==> src/tocp_regs.vh <==
// Register map, field positions and reset values of the compare block
// Overview of operation
// - Each timer count, equal compare value sets channel flag and drives its level.
// - Interrupt on compare only if enable set and global mask clear.
// - Compare values read/write by software only; reset loads 8000h.
// - Compare output latches are low during reset.
// - Pin enable dedicates the output pin to the compare signal.
// - Pin enable clear: level not applied, interrupt still possible.
// - Flag clears after status read while set, then compare low byte access.
// - High byte write suspends compare until the low byte is written.
// - Flag and pin assert during the count equal to compare value.
// - Timer counts at clock/2, /4, /8 or external clock; one count resolution.
// - Force bit copies level to enabled pin without flag or interrupt.
// - Force bits are ignored in one pulse and PWM modes.
// - Single pulse select bit in control 2 enters one pulse mode.
// - Capture-1 edge: capture counter, reload FFFCh, drive level 2, set capture flag 1.
// - One pulse: counter equal compare 1 drives level 1, ending pulse.
// - Pulse lasts compare value 1 plus 5 counts.
// - One pulse mode never sets compare flag 1; flag 2 still interrupts.
// - PWM and single pulse both set means PWM mode only.
// - Equal levels in one pulse mode give a constant pin.
// - Capture 2 still works in one pulse mode; capture-1 edge resets counter.
// - Compare 2 flags timeouts in one pulse mode, no output waveform.
// - Counter is 16-bit free-running up, reset and reload value FFFCh.
// - Clock select both ones selects external clock.
// - Interrupt stays pending until enable and global mask allow it.
`ifndef TOCP_REGS_VH
`define TOCP_REGS_VH
`define TOCP_A_CTRL1    8'h00
`define TOCP_A_CTRL2    8'h04
`define TOCP_A_STATUS   8'h08
`define TOCP_A_OC1H     8'h0c
`define TOCP_A_OC1L     8'h10
`define TOCP_A_OC2H     8'h14
`define TOCP_A_OC2L     8'h18
`define TOCP_A_IC1H     8'h1c
`define TOCP_A_IC1L     8'h20
`define TOCP_A_IC2H     8'h24
`define TOCP_A_IC2L     8'h28
`define TOCP_A_CNTH     8'h2c
`define TOCP_A_CNTL     8'h30
`define TOCP_A_MASK     8'h34
// Control 1 bits
`define TOCP_C1_CAPIE   7
`define TOCP_C1_CMPIE   6
`define TOCP_C1_FORCE2  4
`define TOCP_C1_FORCE1  3
`define TOCP_C1_EDGE1   1
`define TOCP_C1_LVL1    0
`define TOCP_C1_LVL2    2
// Control 2 bits
`define TOCP_C2_PIN1E   7
`define TOCP_C2_PIN2E   6
`define TOCP_C2_OPM     5
`define TOCP_C2_PWM     4
`define TOCP_C2_CSH     3
`define TOCP_C2_CSL     2
`define TOCP_C2_EDGE2   1
`define TOCP_C2_EXEDG   0
// Status bits
`define TOCP_S_CAP1     7
`define TOCP_S_CMP1     6
`define TOCP_S_CAP2     4
`define TOCP_S_CMP2     3
`define TOCP_CMP_RST    16'h8000
`define TOCP_CNT_RST    16'hfffc
`define TOCP_CTRL_RST   8'h00
`endif

==> src/tocp_top.v <==
// Two output compare channels with one pulse mode on a 16-bit timer
`include "tocp_regs.vh"
module tocp_top (
   input  wire        pclk,         // Bus and CPU clock
   input  wire        presetn,      // Async reset, low
   input  wire        psel,         // APB select
   input  wire        penable,      // APB enable
   input  wire        pwrite,       // APB direction
   input  wire [7:0]  paddr,        // APB byte address
   input  wire [31:0] pwdata,       // APB write data
   output reg  [31:0] prdata,       // APB read data
   output reg         pready,       // APB ready
   output reg         pslverr,      // APB error
   input  wire        capture_in_pin1, // Capture input 1
   input  wire        capture_in_pin2, // Capture input 2
   input  wire        ext_clk_pin,  // External timer clock
   input  wire        gpio_out1,    // Port latch for pin 1 as I/O
   input  wire        gpio_out2,    // Port latch for pin 2 as I/O
   output reg         compare_out_pin1, // Pin 1 level
   output reg         compare_out_pin2, // Pin 2 level
   output reg         timer_irq     // Timer interrupt request
);
   reg  [7:0]  timer_control_1;
   reg  [7:0]  timer_control_2;
   reg         global_mask;
   reg  [15:0] compare_value_1;
   reg  [15:0] compare_value_2;
   reg  [15:0] capture1_value;
   reg  [15:0] capture2_value;
   reg  [15:0] counter;
   reg         compare1_flag;
   reg         compare2_flag;
   reg         capture1_flag;
   reg         capture2_flag;
   reg         cmp1_hold;
   reg         cmp2_hold;
   reg         cap1_armed;
   reg         cap2_armed;
   reg         cmp1_latch;
   reg         cmp2_latch;
   reg  [2:0]  presc;
   reg         ext_q;
   reg         cap1_q;
   reg         cap2_q;
   reg         tick;
   reg  [15:0] cnt_prev;

   wire        acc      = psel && penable;
   wire        wr       = acc && pwrite;
   wire        rd       = acc && !pwrite;
   wire        pwm_mode = timer_control_2[`TOCP_C2_PWM];
   wire        opm_mode = timer_control_2[`TOCP_C2_OPM] && !pwm_mode;
   wire [1:0]  csel     = {timer_control_2[`TOCP_C2_CSH], timer_control_2[`TOCP_C2_CSL]};
   wire        lvl1     = timer_control_1[`TOCP_C1_LVL1];
   wire        lvl2     = timer_control_1[`TOCP_C1_LVL2];
   wire        pin1e    = timer_control_2[`TOCP_C2_PIN1E];
   wire        pin2e    = timer_control_2[`TOCP_C2_PIN2E];

   // Edge select: 1 means rising
   function edge_seen;
      input prev;
      input cur;
      input rising;
      begin
         edge_seen = rising ? (!prev && cur) : (prev && !cur);
      end
   endfunction

   wire ext_edge = edge_seen(ext_q, ext_clk_pin, timer_control_2[`TOCP_C2_EXEDG]);
   wire cap1_edge = edge_seen(cap1_q, capture_in_pin1, timer_control_1[`TOCP_C1_EDGE1]);
   wire cap2_edge = edge_seen(cap2_q, capture_in_pin2, timer_control_2[`TOCP_C2_EDGE2]);

   // Prescaler enable: /2, /4, /8 or external edge
   reg next_tick;
   always @* begin
      case (csel)
         2'b00:   next_tick = (presc[0] == 1'b1);
         2'b01:   next_tick = (presc[1:0] == 2'b11);
         2'b10:   next_tick = (presc == 3'b111);
         default: next_tick = ext_edge;
      endcase
   end

   // Capture 1 restarts counter only in one pulse mode; PWM disconnects it
   wire opm_trig  = opm_mode && cap1_edge && cap1_armed;
   // Matches are evaluated on the count held through the timer cycle
   wire match1 = (counter == compare_value_1) && !cmp1_hold;
   wire match2 = (counter == compare_value_2) && !cmp2_hold;
   wire new_count = tick && (counter != cnt_prev);
   // Status read while set arms the clear; low byte access completes it
   wire st_rd   = rd && paddr == `TOCP_A_STATUS;
   wire oc1l_ac = acc && paddr == `TOCP_A_OC1L;
   wire oc2l_ac = acc && paddr == `TOCP_A_OC2L;
   wire ic1l_ac = acc && paddr == `TOCP_A_IC1L;
   wire ic2l_ac = acc && paddr == `TOCP_A_IC2L;

   // Counter and prescaler
   always @(posedge pclk or negedge presetn) begin
      if (!presetn) begin
         counter  <= `TOCP_CNT_RST;
         cnt_prev <= 16'h0000;
         presc    <= 3'h0;
         tick     <= 1'b0;
         ext_q    <= 1'b0;
         cap1_q   <= 1'b0;
         cap2_q   <= 1'b0;
      end else begin
         ext_q    <= ext_clk_pin;
         cap1_q   <= capture_in_pin1;
         cap2_q   <= capture_in_pin2;
         presc    <= presc + 3'h1;
         tick     <= next_tick;
         cnt_prev <= counter;
         if (opm_trig || (wr && paddr == `TOCP_A_CNTL))
            counter <= `TOCP_CNT_RST;
         else if (next_tick)
            counter <= counter + 16'h0001;
      end
   end

   // Flags, captures, pins
   reg clr1_arm, clr2_arm, clrc1_arm, clrc2_arm;
   always @(posedge pclk or negedge presetn) begin
      if (!presetn) begin
         compare1_flag <= 1'b0;
         compare2_flag <= 1'b0;
         capture1_flag <= 1'b0;
         capture2_flag <= 1'b0;
         clr1_arm      <= 1'b0;
         clr2_arm      <= 1'b0;
         clrc1_arm     <= 1'b0;
         clrc2_arm     <= 1'b0;
         capture1_value <= 16'h0000;
         capture2_value <= 16'h0000;
         cmp1_latch    <= 1'b0;
         cmp2_latch    <= 1'b0;
      end else begin
         // Arming of the two-step clear
         if (st_rd) begin
            clr1_arm  <= compare1_flag;
            clr2_arm  <= compare2_flag;
            clrc1_arm <= capture1_flag;
            clrc2_arm <= capture2_flag;
         end
         // Set wins over clear for every flag
         if (match1 && new_count && !opm_mode && !pwm_mode)
            compare1_flag <= 1'b1;
         else if (oc1l_ac && clr1_arm) begin
            compare1_flag <= 1'b0;
            clr1_arm      <= 1'b0;
         end
         if (match2 && new_count && !pwm_mode)
            compare2_flag <= 1'b1;
         else if (oc2l_ac && clr2_arm) begin
            compare2_flag <= 1'b0;
            clr2_arm      <= 1'b0;
         end
         if ((cap1_edge && cap1_armed && !pwm_mode) || opm_trig) begin
            capture1_flag  <= 1'b1;
            capture1_value <= counter;
         end else if (ic1l_ac && clrc1_arm) begin
            capture1_flag <= 1'b0;
            clrc1_arm     <= 1'b0;
         end
         if (cap2_edge && cap2_armed) begin
            capture2_flag  <= 1'b1;
            capture2_value <= counter;
         end else if (ic2l_ac && clrc2_arm) begin
            capture2_flag <= 1'b0;
            clrc2_arm     <= 1'b0;
         end
         // Pin 1 latch
         if (opm_mode) begin
            if (opm_trig)
               cmp1_latch <= lvl2;
            else if (match1 && new_count)
               cmp1_latch <= lvl1;
         end else if (!pwm_mode) begin
            if (timer_control_1[`TOCP_C1_FORCE1])
               cmp1_latch <= lvl1;
            else if (match1 && new_count && pin1e)
               cmp1_latch <= lvl1;
         end
         // Pin 2 carries no waveform in one pulse mode
         if (!opm_mode && !pwm_mode) begin
            if (timer_control_1[`TOCP_C1_FORCE2])
               cmp2_latch <= lvl2;
            else if (match2 && new_count && pin2e)
               cmp2_latch <= lvl2;
         end
      end
   end

   // Registers and APB slave; single-cycle access, zero wait states
   always @(posedge pclk or negedge presetn) begin
      if (!presetn) begin
         timer_control_1 <= `TOCP_CTRL_RST;
         timer_control_2 <= `TOCP_CTRL_RST;
         global_mask     <= 1'b1;
         compare_value_1 <= `TOCP_CMP_RST;
         compare_value_2 <= `TOCP_CMP_RST;
         cmp1_hold  <= 1'b0;
         cmp2_hold  <= 1'b0;
         cap1_armed <= 1'b1;
         cap2_armed <= 1'b1;
         prdata     <= 32'h0000_0000;
         pready     <= 1'b0;
         pslverr    <= 1'b0;
      end else begin
         pready  <= psel && !penable;
         pslverr <= 1'b0;
         prdata  <= 32'h0000_0000;
         // Forcing is a one-shot request; bits self-clear
         timer_control_1[`TOCP_C1_FORCE1] <= 1'b0;
         timer_control_1[`TOCP_C1_FORCE2] <= 1'b0;
         if (psel && !penable) begin
            case (paddr)
               `TOCP_A_CTRL1:  prdata <= {24'h0, timer_control_1};
               `TOCP_A_CTRL2:  prdata <= {24'h0, timer_control_2};
               `TOCP_A_STATUS: prdata <= {24'h0, capture1_flag, compare1_flag, 1'b0,
                                          capture2_flag, compare2_flag, 3'h0};
               `TOCP_A_OC1H:   prdata <= {24'h0, compare_value_1[15:8]};
               `TOCP_A_OC1L:   prdata <= {24'h0, compare_value_1[7:0]};
               `TOCP_A_OC2H:   prdata <= {24'h0, compare_value_2[15:8]};
               `TOCP_A_OC2L:   prdata <= {24'h0, compare_value_2[7:0]};
               `TOCP_A_IC1H:   prdata <= {24'h0, capture1_value[15:8]};
               `TOCP_A_IC1L:   prdata <= {24'h0, capture1_value[7:0]};
               `TOCP_A_IC2H:   prdata <= {24'h0, capture2_value[15:8]};
               `TOCP_A_IC2L:   prdata <= {24'h0, capture2_value[7:0]};
               `TOCP_A_CNTH:   prdata <= {24'h0, counter[15:8]};
               `TOCP_A_CNTL:   prdata <= {24'h0, counter[7:0]};
               `TOCP_A_MASK:   prdata <= {31'h0, global_mask};
               default:        pslverr <= 1'b1;
            endcase
         end
         // Capture high byte read holds off capture until low byte read or write
         if (rd && paddr == `TOCP_A_IC1H) cap1_armed <= 1'b0;
         if (ic1l_ac) cap1_armed <= 1'b1;
         if (rd && paddr == `TOCP_A_IC2H) cap2_armed <= 1'b0;
         if (ic2l_ac) cap2_armed <= 1'b1;
         if (wr) begin
            case (paddr)
               `TOCP_A_CTRL1: timer_control_1 <= pwdata[7:0];
               `TOCP_A_CTRL2: timer_control_2 <= pwdata[7:0];
               `TOCP_A_OC1H: begin
                  compare_value_1[15:8] <= pwdata[7:0];
                  cmp1_hold <= 1'b1;
               end
               `TOCP_A_OC1L: begin
                  compare_value_1[7:0] <= pwdata[7:0];
                  cmp1_hold <= 1'b0;
               end
               `TOCP_A_OC2H: begin
                  compare_value_2[15:8] <= pwdata[7:0];
                  cmp2_hold <= 1'b1;
               end
               `TOCP_A_OC2L: begin
                  compare_value_2[7:0] <= pwdata[7:0];
                  cmp2_hold <= 1'b0;
               end
               `TOCP_A_MASK: global_mask <= pwdata[0];
               default: ;
            endcase
         end
      end
   end

   // Pins and interrupt; flags stay pending until enabled and unmasked
   always @(posedge pclk or negedge presetn) begin
      if (!presetn) begin
         compare_out_pin1 <= 1'b0;
         compare_out_pin2 <= 1'b0;
         timer_irq        <= 1'b0;
      end else begin
         compare_out_pin1 <= pin1e ? cmp1_latch : gpio_out1;
         compare_out_pin2 <= pin2e ? cmp2_latch : gpio_out2;
         timer_irq <= !global_mask &&
            ((timer_control_1[`TOCP_C1_CMPIE] && (compare1_flag || compare2_flag)) ||
             (timer_control_1[`TOCP_C1_CAPIE] && (capture1_flag || capture2_flag)));
      end
   end
endmodule // tocp_top

==> config.mk <==
export PLATFORM = sky130hd
export DESIGN_NAME = tocp_top
export DESIGN_NICKNAME = d
export VERILOG_FILES = /design/src/tocp_top.v
export VERILOG_INCLUDE_DIRS = /design/src
export SDC_FILE = /design/constraint.sdc
export NUM_CORES = 1
export LEC_CHECK = 0
export BUFFER_PORTS_ARGS = -buffer_cell sky130_fd_sc_hd__buf_2
export CAP_MARGIN = 15
export CORE_MARGIN = 2
export CORE_UTILIZATION = 59
export CTS_CLUSTER_DIAMETER = 120
export DETAILED_ROUTE_END_ITERATION = 7
export PLACE_DENSITY = 0.92
export SYNTH_ARGS = -nofsm -noshare
export SYNTH_HDL_FRONTEND = slang
export SYNTH_SLANG_ARGS = --single-unit
==> constraint.sdc <==
create_clock -name pclk -period 2.85 [get_ports pclk]
set_input_delay 0.285 -clock pclk [delete_from_list [all_inputs] [get_ports pclk]]
set_output_delay 0.285 -clock pclk [all_outputs]
set_load 0.01 [all_outputs]
==> results by group <==
Setup path
  – Arrival time worst endpoint: roughly 2900 ps
  – CP Cell Sequence: xnor2_1, nand4_1, nor4_1, nand4_1, a211oi_1, mux2_2
  – Reg2reg path depth: 6
  – Crit path required time: ~3200 ps
  – Crit-path slowest cell: dfstp_2
  – CP bufs+invs: 0
  – Levels on crit path: 6
  – Most common cell on crit path: nand4_1
  – Cell family with most CP delay: simple AND/OR/NAND/NOR gates
  – Crit-path max cell delay: 670 ps
  – Max FO, Critical Path: 8
  – CP Launch Type: register
  – Critical path endpoint category: register
  – Setup CP Type: register to register

Logic synthesis
  – Post-synth EDFFs: 0
  – Synthesized instance count: between 600 and 700
  – Post-synthesis sequential area ratio: 50.5%
  – Synth async-reset ratio: 100%
  – Largest family of logic cells by synthesized area: simple AND/OR/NAND/NOR gates
  – Primary FF master, synth: dfrtp_1
  – Mux cell area share after synthesis: 12.1%
  – Library cells used by synthesis: 64
  – Synthesis-stage register bit count: 147
  – Xor/xnor cell area share of the yosys netlist: 7.05%
  – Simple-gate share of the synthesized area: between 10 and 15%
  – YS warnings: 0
  – Synth Area in Adders: 0.512%
  – Cell Area, Synth: 7330 sq um
  – Compound-cell area share of the yosys netlist: 10.1%
  – Syn avg cell area: roughly 11 sq um

Timing
  – RSZ-0062 raised after global routing: false
  – Slew Limit Fails: 0
  – Rel. slew slack: between 30% and 40%
  – Clk_skew: 9.11 ps
  – Max frequency: between 300 and 400 MHz
  – Slew @ Worst Pin: between 1000 and 1500 ps
  – Period utilization: 89.8%
  – Crit path setup slack, layout: around 290 ps
  – Final worst path period need: around 2600 ps
  – Setup TNS Final: 0 ps
  – Final setup vio count: 0
  – Final Hold Viols: 0

Finish
  – Layout cells sized above 1: between 20% and 30%
  – Fin nets: around 770
  – N_diodes: 0
  – FF+latch area: about 3700 sq um
  – Area Overhead vs Synth: 12.8%
  – Area of the multi-input gates: between 3000 and 4000 sq um
  – Fill cell count: just over 800

Flow run
  – Max Cap Violations: 0

Die
  – Die Area: between 10000 and 15000 sq um
  – FP Rows: 40
  – Core area: 12100 sq um
  – Die Ht: approximately 120 microns
  – I/O Pins: 87
  – Die Width: 115 microns
  – Starting Density: 60.8%

Drt
  – Routed wl met2: 9220 microns
  – Post-Route WL: 20500 microns
  – DR WL met3: 2460 microns
  – DR pass1 iterations: 8
  – Highest metal used: met4
  – 1st-iter DRT viols: 1127
  – Final ANT Viol Nets: 0
  – Via total after detailed routing: 5893
  – WL met1: 7540 microns
  – DRC: 3
  – Drt wl/cell: 22.9 microns
  – Drt via density: 6.58

Pwr
  – Maximum VDD drop: about 0.36 mV
  – PD cells: 642 nW/um^2
  – Lkg Pwr: 3.74 nW

Outcome
  – Status: finished with violations
  – Violated checks: DRC

Clock tree
  – Number of CTS-inserted buffers: 17
  – Clock root cell: clkbuf_16
  – CTS H-tree depth: 4
  – Clock-pin slew on the worst setup and hold paths: approximately 60 ps
  – CTS tree: done
  – Clock Sinks: roughly 150
  – Clk buf depth: 2
  – Latest clock arrival within the worst-skew pair: 430 ps

Placed design
  – Port Buf Inserts: 38
  – DP Wirelength: 13500 microns
  – Gpl congestion: 1.04
  – Pre-CTS WS: 383 ps

Worst hold path
  – Worst hold path type: input pin to register
  – Cells on Worst Hold Path: 2

GRT
  – Total track usage: 32.0%
  – Largest net degree at the start of global routing: 75
  – Number of global-route vias before repair: 5689
  – First-pass GRT wire length: between 30000 and 40000 microns
  – Grt ovf: 0
  – Initial antenna violation count: 0
metal layers:
layer | vias to the layer above | global-route usage [%]
met3 | 132 | 9.10
met5 | - | 0
met4 | 0 | 17.8
met2 | 473 | 49.0
li1 | 2415 | -
met1 | 2873 | 41.3
state kept, by name, summed over array words and instances, names as in the netlist, 3 cells and up:
name and cells:
presc 3, compare_value_1 16, prdata 8, cnt_prev 16, capture2_value 16, compare_value_2 16
capture1_value 16, timer_control_2 8, timer_control_1 8, counter 16
per-stage QoR:
stage | cell area (sq um) | hold WS (ps) | power (W) | std cells | util (%)
3_5_place_dp | 7640 | 356 | 0.00308 | 859 | 63.3
6_report | 8270 | 80.7 | 0.00531 | 895 | 68.5
3_3_place_gp | 7640 | 339 | 0.00305 | 859 | 63.3
4_1_cts | 8270 | 75.9 | 0.00529 | 895 | 68.5
5_1_grt | 8270 | 81.4 | 0.00546 | 895 | 68.5
2_1_floorplan | 7410 | -10.6 | 0.00288 | 694 | -
layout make-up:
cell class / instances / share of cell area, %
flip-flops and latches: 147 / 44.8
multi-input cells: 476 / 40.0
clock buffers: 20 / 5.52
repair buffers: 65 / 5.25
well taps: 168 / 2.54
clock inverters: 12 / 1.59
inverters: 7 / 0.318
cells in the final DEF, fill, tap and decap left out, types with 17 or more instances in the layout:
master,count
dfstp_2,19
xnor2_1,45
o21ai_0,26
a21oi_1,19
dfrtp_1,128
conb_1,24
mux2_2,69
nand3_1,26
a22oi_1,18
nand2_1,100
clkbuf_16,17
nand4_1,17
buf_2,37
buf_4,21
nor2_1,17
worst paths after layout:
check                             from                 to  slack, ps
max                        counter[15]         cmp1_latch        290
min                          gpio_out2   compare_out_pin2         80
max reg2reg                counter[15]         cmp1_latch        290
min reg2reg                   presc[0]           presc[0]        440
max in group asynchronous      presetn  capture2_value[5]       1610
min in group asynchronous      presetn           presc[2]        440
repair_timing:
item                       4_1_cts  5_1_grt
resized for setup                0        0
setup buffers                    0        0
hold buffers                     4        0
setup endpoints to repair        0        0
hold endpoints to repair        59        0
logic make-up (layout without fill, tap and decap cells):
logic type	after synthesis	after routing
XOR/XNOR	59	59
buffers and inverters	71	104
multiplexers	79	79
AO/OA/AOI/OAI	106	106
adder cells (fa/ha/maj)	3	3
other	1	24
AND/OR/NAND/NOR	205	205
flip-flops	147	147
cells in the mapped netlist (9+ instances only):
library cell / number / area, sq um
mux2_2: 69 / 777
a22oi_1: 18 / 135
a21oi_1: 19 / 95.1
buf_2: 10 / 50.1
o21ai_0: 26 / 130
nand3_1: 26 / 130
nand4_1: 17 / 106
nand2_1: 100 / 375
xor2_1: 14 / 123
nor2_1: 17 / 63.8
mux2i_1: 9 / 90.1
dfstp_2: 19 / 499
clkbuf_1: 16 / 60.1
buf_4: 36 / 270
dfrtp_1: 128 / 3200
xnor2_1: 45 / 394
report_power, final:
| part | switching, W | internal (W) | total, W |
|---|---|---|---|
| logic | 0.000354 | 0.000263 | 0.000617 |
| clock network | 0.000887 | 0.00133 | 0.00222 |
| registers | 0.000222 | 0.00225 | 0.00247 |
No activity file was read; power rests on OpenSTA's default activity.
